File: config.mk
export PLATFORM = sky130hd
export DESIGN_NAME = dgp_top
export DESIGN_NICKNAME = d
export VERILOG_FILES = /design/src/dgp_pkg.sv /design/src/dgp_top.sv
export SDC_FILE = /design/constraint.sdc
export NUM_CORES = 1
export LEC_CHECK = 0
export BUFFER_PORTS_ARGS = -buffer_cell sky130_fd_sc_hd__buf_4
export CAP_MARGIN = 10
export CORE_MARGIN = 2
export CORE_UTILIZATION = 47
export CTS_CLUSTER_DIAMETER = 30
export DETAILED_ROUTE_END_ITERATION = 10
export PLACE_DENSITY = 0.81
export SLEW_MARGIN = 25
export SYNTH_ARGS = -nofsm -noshare
export SYNTH_HDL_FRONTEND = slang
export SYNTH_SLANG_ARGS = --single-unit
File: constraint.sdc
create_clock -name aclk -period 7.7 [get_ports aclk]
set_input_delay 1.54 -clock aclk [delete_from_list [all_inputs] [get_ports aclk]]
set_output_delay 1.54 -clock aclk [all_outputs]
set_load 0.01 [all_outputs]
File: src/dgp_pkg.sv
// package: register map, config layout and bus codes for the dual gpio port
package dgp_pkg;
    localparam int          DGP_AW          = 8;
    localparam logic [7:0]  DGP_C_PIN_OFF   = 8'h00;
    localparam logic [7:0]  DGP_C_LAT_OFF   = 8'h04;
    localparam logic [7:0]  DGP_C_DIR_OFF   = 8'h08;
    localparam logic [7:0]  DGP_D_PIN_OFF   = 8'h0c;
    localparam logic [7:0]  DGP_D_LAT_OFF   = 8'h10;
    localparam logic [7:0]  DGP_D_DIR_OFF   = 8'h14;
    localparam logic [7:0]  DGP_CFG_OFF     = 8'h18;
    localparam logic [7:0]  DGP_DIR_RST     = 8'hff;
    localparam logic [4:0]  DGP_CFG_RST     = 5'h00;
    localparam logic [1:0]  DGP_RESP_OKAY   = 2'h0;
    localparam logic [1:0]  DGP_RESP_SLVERR = 2'h2;
    // config bit positions inside the config register
    localparam int          DGP_CFG_CAPTURE_COMPARE_UNIT2    = 0;
    localparam int          DGP_CFG_SERIAL  = 1;
    localparam int          DGP_CFG_EXTCLK  = 2;
    localparam int          DGP_CFG_FAULTA  = 3;
    localparam int          DGP_CFG_ALTCMP  = 4;

    typedef struct packed {
        logic alt_complement_output_select;
        logic fault_a_pin_select;
        logic ext_clock_pin_select;
        logic serial_port_pin_select;
        logic capture_unit2_pin_select;
    } dgp_cfg_t;

    // pin-driving peripheral request: drive enable and value
    typedef struct packed {
        logic en;
        logic val;
    } dgp_drv_t;
endpackage

File: src/dgp_top.sv
// dual 8-bit gpio port with peripheral pin mux and axi4-lite registers
`timescale 1ns/1ns
// What this block does
// - direction bit one tri-states the pin driver, pin becomes input
// - direction bit zero drives the pin from its output latch
// - output latch is addressable and reads back latch, not pin
// - two eight-bit ports, every pin individually input or output
// - every reset sets all direction bits to one, pins inputs
// - enabled peripherals override direction, forcing output or input
// - direction register reads stored bits even while overridden
// - port c bits 3,4,5 feed external interrupts 0,1,2
// - serial select moves serial pins from c4,c5,c7 to d2,d3,d1
// - serial port receive/data on c7, transmit/clock on c6
// - timer0/timer5 clock from c3, or d0 when select is one
// - faults a,b on c1,c2; fault a select moves a to d4
// - port d bits 6,7 carry fourth complementary pwm pair
// - config bit puts third channel complement on d5
// - c1 serves capture unit 2 only while its select is clear
// - c2 serves capture unit 1 input or output
// - c0 timer1 osc output/clock input, c1 timer1 osc input
// - c6 is spi slave select input in spi slave mode
// - port d and its registers are optional by parameter
module dgp_top
    import dgp_pkg::*;
#(
    parameter bit HAS_PORT_D = 1'b1
)(
    input  wire logic              aclk,
    input  wire logic              aresetn,
    input  wire logic [DGP_AW-1:0] s_axi_awaddr,
    input  wire logic              s_axi_awvalid,
    output logic                   s_axi_awready,
    input  wire logic [31:0]       s_axi_wdata,
    input  wire logic [3:0]        s_axi_wstrb,
    input  wire logic              s_axi_wvalid,
    output logic                   s_axi_wready,
    output logic [1:0]             s_axi_bresp,
    output logic                   s_axi_bvalid,
    input  wire logic              s_axi_bready,
    input  wire logic [DGP_AW-1:0] s_axi_araddr,
    input  wire logic              s_axi_arvalid,
    output logic                   s_axi_arready,
    output logic [31:0]            s_axi_rdata,
    output logic [1:0]             s_axi_rresp,
    output logic                   s_axi_rvalid,
    input  wire logic              s_axi_rready,
    input  wire logic [7:0]        port_c_in,
    output logic [7:0]             port_c_out,
    output logic [7:0]             port_c_oe_n,
    input  wire logic [7:0]        port_d_in,
    output logic [7:0]             port_d_out,
    output logic [7:0]             port_d_oe_n,
    input  wire dgp_drv_t          timer1_osc_output,
    input  wire dgp_drv_t          capture_compare_unit1,
    input  wire dgp_drv_t          capture_compare_unit2,
    input  wire dgp_drv_t          ssp_data_out,
    input  wire dgp_drv_t          ssp_clock_out,
    input  wire dgp_drv_t          ssp_sda_out,
    input  wire dgp_drv_t          usart_tx_clock,
    input  wire dgp_drv_t          usart_data_out,
    input  wire dgp_drv_t          pwm_out_4,
    input  wire dgp_drv_t          pwm_out_6,
    input  wire dgp_drv_t          pwm_out_7,
    input  wire logic              timer1_osc_enable,
    input  wire logic              spi_slave_mode,
    output logic                   external_irq_0,
    output logic                   external_irq_1,
    output logic                   external_irq_2,
    output logic                   timer0_ext_clock,
    output logic                   timer5_ext_clock,
    output logic                   fault_input_a,
    output logic                   fault_input_b,
    output logic                   timer1_ext_clock,
    output logic                   timer1_osc_input,
    output logic                   capture_compare_unit1_capture_in,
    output logic                   capture_compare_unit2_capture_in,
    output logic                   ssp_data_in,
    output logic                   ssp_clock_in,
    output logic                   spi_slave_select_n,
    output logic                   usart_rx_data
);

    logic [7:0] c_dir_q;
    logic [7:0] d_dir_q;
    logic [7:0] c_lat_q;
    logic [7:0] d_lat_q;
    logic [7:0] c_pin_q;
    logic [7:0] d_pin_q;
    dgp_cfg_t   cfg_q;
    logic [7:0] c_drv;
    logic [7:0] c_val;
    logic [7:0] d_drv;
    logic [7:0] d_val;
    logic       wr_go;
    logic       rd_go;
    logic       bvalid_q;
    logic [1:0] bresp_q;
    logic       rvalid_q;
    logic [1:0] rresp_q;
    logic [31:0] rdata_q;
    logic [7:0] rd_byte;
    logic       rd_hit;
    logic       wr_hit;
    logic       d_addr;

    // both write channels are taken together, one write outstanding
    assign wr_go         = s_axi_awvalid && s_axi_wvalid && !bvalid_q;
    assign s_axi_awready = wr_go;
    assign s_axi_wready  = wr_go;
    assign rd_go         = s_axi_arvalid && !rvalid_q;
    assign s_axi_arready = rd_go;
    assign s_axi_bvalid  = bvalid_q;
    assign s_axi_bresp   = bresp_q;
    assign s_axi_rvalid  = rvalid_q;
    assign s_axi_rresp   = rresp_q;
    assign s_axi_rdata   = rdata_q;

    // port d addresses decode only when the second port exists
    always_comb
    begin
        d_addr = (s_axi_awaddr == DGP_D_PIN_OFF) || (s_axi_awaddr == DGP_D_LAT_OFF)
              || (s_axi_awaddr == DGP_D_DIR_OFF);
        wr_hit = (s_axi_awaddr == DGP_C_PIN_OFF) || (s_axi_awaddr == DGP_C_LAT_OFF)
              || (s_axi_awaddr == DGP_C_DIR_OFF) || (s_axi_awaddr == DGP_CFG_OFF)
              || (d_addr && HAS_PORT_D);
    end

    // direction registers: all ones on every reset
    always_ff @(posedge aclk)
    begin
        if (!aresetn)
        begin
            c_dir_q <= DGP_DIR_RST;
            d_dir_q <= DGP_DIR_RST;
        end
        else if (wr_go && s_axi_wstrb[0])
        begin
            if (s_axi_awaddr == DGP_C_DIR_OFF)
                c_dir_q <= s_axi_wdata[7:0];
            if (s_axi_awaddr == DGP_D_DIR_OFF && HAS_PORT_D)
                d_dir_q <= s_axi_wdata[7:0];
        end
    end

    // latches carry no reset so they survive warm resets
    always_ff @(posedge aclk)
    begin
        if (wr_go && s_axi_wstrb[0])
        begin
            if (s_axi_awaddr == DGP_C_LAT_OFF || s_axi_awaddr == DGP_C_PIN_OFF)
                c_lat_q <= s_axi_wdata[7:0];
            if ((s_axi_awaddr == DGP_D_LAT_OFF || s_axi_awaddr == DGP_D_PIN_OFF) && HAS_PORT_D)
                d_lat_q <= s_axi_wdata[7:0];
        end
    end

    always_ff @(posedge aclk)
    begin
        if (!aresetn)
            cfg_q <= dgp_cfg_t'(DGP_CFG_RST);
        else if (wr_go && s_axi_wstrb[0] && s_axi_awaddr == DGP_CFG_OFF)
            cfg_q <= dgp_cfg_t'(s_axi_wdata[4:0]);
    end

    always_ff @(posedge aclk)
    begin
        if (!aresetn)
        begin
            bvalid_q <= 1'b0;
            bresp_q  <= DGP_RESP_OKAY;
        end
        else if (wr_go)
        begin
            bvalid_q <= 1'b1;
            bresp_q  <= wr_hit ? DGP_RESP_OKAY : DGP_RESP_SLVERR;
        end
        else if (s_axi_bready)
            bvalid_q <= 1'b0;
    end

    // read mux: pin register shows sampled levels, latch shows latch
    always_comb
    begin
        rd_byte = 8'h00;
        rd_hit  = 1'b1;
        case (s_axi_araddr)
            DGP_C_PIN_OFF: rd_byte = c_pin_q;
            DGP_C_LAT_OFF: rd_byte = c_lat_q;
            DGP_C_DIR_OFF: rd_byte = c_dir_q;
            DGP_D_PIN_OFF: rd_byte = d_pin_q;
            DGP_D_LAT_OFF: rd_byte = d_lat_q;
            DGP_D_DIR_OFF: rd_byte = d_dir_q;
            DGP_CFG_OFF:   rd_byte = {3'h0, cfg_q};
            default:       rd_hit  = 1'b0;
        endcase
        if (!HAS_PORT_D && (s_axi_araddr == DGP_D_PIN_OFF || s_axi_araddr == DGP_D_LAT_OFF
                            || s_axi_araddr == DGP_D_DIR_OFF))
        begin
            rd_byte = 8'h00;
            rd_hit  = 1'b0;
        end
    end

    always_ff @(posedge aclk)
    begin
        if (!aresetn)
        begin
            rvalid_q <= 1'b0;
            rresp_q  <= DGP_RESP_OKAY;
            rdata_q  <= 32'h0000_0000;
        end
        else if (rd_go)
        begin
            rvalid_q <= 1'b1;
            rresp_q  <= rd_hit ? DGP_RESP_OKAY : DGP_RESP_SLVERR;
            rdata_q  <= {24'h00_0000, rd_byte};
        end
        else if (s_axi_rready)
            rvalid_q <= 1'b0;
    end

    // pin sampling; absent port d reads as zero
    always_ff @(posedge aclk)
    begin
        if (!aresetn)
            c_pin_q <= 8'h00;
        else
            c_pin_q <= port_c_in;
    end

    generate
        if (HAS_PORT_D)
        begin : g_port_d
            always_ff @(posedge aclk)
            begin
                if (!aresetn)
                    d_pin_q <= 8'h00;
                else
                    d_pin_q <= port_d_in;
            end
        end
        else
        begin : g_no_port_d
            assign d_pin_q = 8'h00;
        end
    endgenerate

    // port c driver mux: default from direction and latch, then peripherals
    always_comb
    begin
        c_drv = ~c_dir_q;
        c_val = c_lat_q;
        if (timer1_osc_output.en)
        begin
            c_drv[0] = 1'b1;
            c_val[0] = timer1_osc_output.val;
        end
        if (timer1_osc_enable)
            c_drv[1] = 1'b0;
        else if (capture_compare_unit2.en && !cfg_q.capture_unit2_pin_select)
        begin
            c_drv[1] = 1'b1;
            c_val[1] = capture_compare_unit2.val;
        end
        if (capture_compare_unit1.en)
        begin
            c_drv[2] = 1'b1;
            c_val[2] = capture_compare_unit1.val;
        end
        if (ssp_sda_out.en && !cfg_q.serial_port_pin_select)
        begin
            c_drv[4] = 1'b1;
            c_val[4] = ssp_sda_out.val;
        end
        if (ssp_clock_out.en && !cfg_q.serial_port_pin_select)
        begin
            c_drv[5] = 1'b1;
            c_val[5] = ssp_clock_out.val;
        end
        if (spi_slave_mode)
            c_drv[6] = 1'b0;
        else if (usart_tx_clock.en)
        begin
            c_drv[6] = 1'b1;
            c_val[6] = usart_tx_clock.val;
        end
        if (usart_data_out.en)
        begin
            c_drv[7] = 1'b1;
            c_val[7] = usart_data_out.val;
        end
        else if (ssp_data_out.en && !cfg_q.serial_port_pin_select)
        begin
            c_drv[7] = 1'b1;
            c_val[7] = ssp_data_out.val;
        end
    end

    // port d driver mux
    always_comb
    begin
        d_drv = ~d_dir_q;
        d_val = d_lat_q;
        if (cfg_q.serial_port_pin_select)
        begin
            if (ssp_data_out.en)
            begin
                d_drv[1] = 1'b1;
                d_val[1] = ssp_data_out.val;
            end
            if (ssp_sda_out.en)
            begin
                d_drv[2] = 1'b1;
                d_val[2] = ssp_sda_out.val;
            end
            if (ssp_clock_out.en)
            begin
                d_drv[3] = 1'b1;
                d_val[3] = ssp_clock_out.val;
            end
        end
        if (pwm_out_4.en && cfg_q.alt_complement_output_select)
        begin
            d_drv[5] = 1'b1;
            d_val[5] = pwm_out_4.val;
        end
        if (pwm_out_6.en)
        begin
            d_drv[6] = 1'b1;
            d_val[6] = pwm_out_6.val;
        end
        if (pwm_out_7.en)
        begin
            d_drv[7] = 1'b1;
            d_val[7] = pwm_out_7.val;
        end
        if (!HAS_PORT_D)
            d_drv = 8'h00;
    end

    // registered pin drive; value masked to zero on every pin the block does not drive
    always_ff @(posedge aclk)
    begin
        if (!aresetn)
        begin
            port_c_oe_n <= 8'hff;
            port_c_out  <= 8'h00;
            port_d_oe_n <= 8'hff;
            port_d_out  <= 8'h00;
        end
        else
        begin
            port_c_oe_n <= ~c_drv;
            port_c_out  <= c_val & c_drv;
            port_d_oe_n <= ~d_drv;
            port_d_out  <= d_val & d_drv;
        end
    end

    // inputs to peripherals, taken from the sampled pins
    always_comb
    begin
        external_irq_0     = c_pin_q[3];
        external_irq_1     = c_pin_q[4];
        external_irq_2     = c_pin_q[5];
        timer0_ext_clock   = cfg_q.ext_clock_pin_select ? d_pin_q[0] : c_pin_q[3];
        timer5_ext_clock   = timer0_ext_clock;
        fault_input_a      = cfg_q.fault_a_pin_select ? d_pin_q[4] : c_pin_q[1];
        fault_input_b      = c_pin_q[2];
        timer1_ext_clock   = c_pin_q[0];
        timer1_osc_input   = c_pin_q[1];
        capture_compare_unit1_capture_in    = c_pin_q[2];
        capture_compare_unit2_capture_in    = cfg_q.capture_unit2_pin_select ? 1'b0 : c_pin_q[1];
        ssp_data_in        = cfg_q.serial_port_pin_select ? d_pin_q[2] : c_pin_q[4];
        ssp_clock_in       = cfg_q.serial_port_pin_select ? d_pin_q[3] : c_pin_q[5];
        spi_slave_select_n = c_pin_q[6];
        usart_rx_data      = c_pin_q[7];
    end
endmodule // dgp_top

==> flow_summary_export.csv <==
group,metric,value,unit
outcome,outcome,"complete, no violations",
global_routing,antenna_found_initial,0,
worst_hold_path,hp-start,"s_axi_rdata[1]",
floorplanning,std_cell_rows,33,
placement,place_congestion,0.841,
synthesis,avgSynthCellArea,10.3,um2
route,avgViaCountPerCell,5.06,
sta,setup_viol,0,
synthesis,synth_edf_count,16,
setup_path,reg2reg_slack,5450,ps
floorplanning,io_pins,187,
synthesis,synth_compound_area_share,9.11,%
cts,postCtsHoldBufs,0,
sta,rsz0062_at_grt,"false",
route,drt-initial-drc-count,177,
synthesis,synth_cell_types,45,
cts,clock_sinks,97,
sta,finalCritPeriodShare,48.1,%
synthesis,yosys.area_share.simple,17.4,%
power,power_density,195,nW/um2
run,cap_violations,0,
sta,slew_violations,0,
finish,final_util,62.6,%
cts,clock_path_buffers,2,
setup_path,cpPeakStageDelay,230,ps
power,ir_drop,0.0984,mV
cts,cts_tree,"built",
floorplanning,chipHeight,95.9,um
route,ant_nets,0,
floorplanning,core,8220,um2
cts,clk_latency,360,ps
synthesis,synthMuxAreaShare,12.0,%
route,routedWlPerCell,15.4,um
power,finalPower,1.00,mW
global_routing,grt_pass1_vias,3110,
finish,area_growth,29.5,%
synthesis,synth_cells,384,
global_routing,grt_pass1_wl,14.5,mm
placement,dp_hpwl,6.99,mm
synthesis,synthArstFlopShare,0,%
global_routing,grt-ovfl-total,0,
placement,place_area,4920,um2
synthesis,ys_ff_latch,97,
finish,fin_nets,608,
global_routing,grt_max_degree,60,
route,vias,3133,
finish,drive_gt1_share,32.5,%
setup_path,path_common_cell,"buf_4",
global_routing,grt_use_total,21.1,%
floorplanning,die_x,95.9,um
placement,placedCellCount,603,
cts,cts_setup_buffers,0,
setup_path,required,6160,ps
setup_path,r2r_end,"c_lat_q[5]",
setup_path,slowest_stage,"nand3b_1",
sta,setup_tns,0,ps
setup_path,worstPathArrival,2170,ps
worst_hold_path,hp-class,"flip-flop to flip-flop",
synthesis,seq_area_frac_synth,52.9,%
setup_path,path_max_fanout,5,
setup_path,critPathTopFamily,"buffers and inverters",
worst_hold_path,min_delay_worst_endpoint,"s_axi_rdata[1]",
cts,cts_resized,0,
sta,fin_worst_skew,5.58,ps
setup_path,cp.buffers_inverters,3,
setup_path,endpoint_kind,"output pin",
sta,fin_ws,3990,ps
synthesis,syn_area,3970,um2
power,p_leak,2.28,nW
cts,htreeDepth,3,
floorplanning,start_util,48.3,%
route,dr.pass1.iters,5,
placement,place_ws,3820,ps
sta,min_period,3710,ps
setup_path,crit_cells,4,
setup_path,startpoint_type,"input pin",
floorplanning,dieArea,9200,um2
synthesis,synth_top_family_by_area,"simple AND/OR/NAND/NOR gates",
finish,final_cell_area,5140,um2
route,wl,9.52,mm
setup_path,r2r_cells,3,
sta,fmax,270,MHz
worst_hold_path,whs_path_depth,2,
setup_path,crit_path_cell_trace,"buf_4 > nand3b_1 > inv_1 > buf_4",
finish,antenna_cells,0,
sta,hold_ws,461,ps
sta,relSlewSlack,41.8,%
synthesis,synthAdderAreaFrac,0,%
finish,stdcell_count,619,
cts,clkTransAtPathRegs,80,ps
sta,worstMarginPinSlew,870,ps
cts,cts_root_buf,"clkbuf_8",
synthesis,synth_ff_type,"dfxtp_1",
route,route.detailed.drc,0,
cts,cts_buffers,9,
placement,port-buffer-count,133,
setup_path,crit_type,"input pin to output pin",
synthesis,yosysWarnings,0,
sta,hold_viol,0,
synthesis,yosys.area_share.xor_xnor,0,%
setup_path,r2r_start,"s_axi_bvalid",
layout by cell type, fill, tap and decap left out, drive strengths merged:
cell type    n
o22ai        1
bufinv       2
o21a         2
clkbuf      14
or4bb        1
a21oi        7
nand2b      11
a221oi       5
clkinv       1
o21ai       21
a21boi       1
mux2i       24
edfxtp      16
a22oi        3
and2        17
nor3         3
nand3       12
nor2        22
o211a        1
or4b         1
nand3b       2
and4b        2
nor2b        8
and3         2
or4          1
dfxtp       81
nor4         3
nand4b       1
conb        26
inv         12
a31oi        1
mux2        11
a32oi        1
buf        134
mux4         5
o31ai        4
o211ai       9
nand2       46
layer usage:
| layer | part of all wire, % | GRT usage, % | routed length, um | up-vias |
|---|---|---|---|---|
| met5 | 0 | 0 | 0 | - |
| met4 | 2.0 | 9.40 | 194 | 0 |
| met3 | 8.3 | 4.93 | 793 | 18 |
| met2 | 49 | 35.5 | 4680 | 144 |
| met1 | 40 | 25.8 | 3850 | 1446 |
| li1 | - | - | - | 1525 |
how the worst max path moves through the flow:
stage,from,slack (ps),endpoint
6_report,s_axi_wvalid,3990,s_axi_awready
5_1_grt,s_axi_wvalid,3920,s_axi_awready
4_1_cts,s_axi_wvalid,3990,s_axi_awready
3_5_place_dp,s_axi_awaddr[0],3820,c_lat_q[6]
3_3_place_gp,s_axi_awaddr[0],3790,c_lat_q[6]
2_1_floorplan,s_axi_awvalid,4160,s_axi_wready
worst reg2reg max path: cells and delay by family (launching register included):
family           cells  cell delay, ps
and+or+nand+nor      3            1540
DFF                  1             340
layout make-up:
| type | count | area (um2) |
|---|---|---|
| clock inverters | 2 | 60.1 |
| flip-flops and latches | 97 | 2100 |
| clock buffers | 14 | 163 |
| multi-input cells | 254 | 1630 |
| repair buffers | 134 | 1010 |
| well taps | 105 | 131 |
| inverters | 13 | 48.8 |
| fillers | 660 | 3070 |
cells in the mapped netlist, types with 2 or more instances:
cell type / n / area [um2]
a21oi_1: 7 / 35.0
a221oi_1: 5 / 43.8
a22oi_1: 3 / 22.5
and2_1: 17 / 106
and3_1: 2 / 12.5
and4b_1: 2 / 20.0
buf_2: 3 / 15.0
buf_4: 29 / 218
clkbuf_1: 11 / 41.3
dfxtp_1: 81 / 1620
edfxtp_1: 16 / 480
inv_1: 12 / 45.0
mux2_1: 2 / 22.5
mux2_2: 9 / 101
mux2i_1: 24 / 240
mux4_2: 5 / 113
nand2_1: 46 / 173
nand2b_1: 11 / 68.8
nand3_1: 12 / 60.1
nand3b_1: 2 / 15.0
nor2_1: 21 / 78.8
nor2b_1: 8 / 50.1
nor3_1: 3 / 15.0
nor4_1: 2 / 12.5
o211ai_1: 9 / 67.6
o21a_1: 2 / 15.0
o21ai_0: 16 / 80.1
o21ai_1: 4 / 20.0
o31ai_1: 4 / 30.0
cells by family after synthesis:
family / Yosys count
DFF: 97
muxes: 40
other: 1
AOI/OAI and AO/OA: 56
and+or+nand+nor: 132
buffers and inverters: 58
where the power goes:
group / switching, mW / total (mW) / internal (mW)
registers: 0.00546 / 0.530 / 0.525
logic: 0.0514 / 0.106 / 0.0550
clock network: 0.164 / 0.366 / 0.201
total: 0.221 / 1.00 / 0.781
state kept, by name (all words and copies together) (netlist names), 5 cells and up:
name         cells
port_d_oe_n      8
d_lat_q          8
port_c_oe_n      8
port_c_out       8
port_d_out       8
c_dir_q          8
d_pin_q          8
d_dir_q          8
c_pin_q          8
cfg_q            5
s_axi_rdata      8
c_lat_q          8
Power figures use the tool's default switching activity.
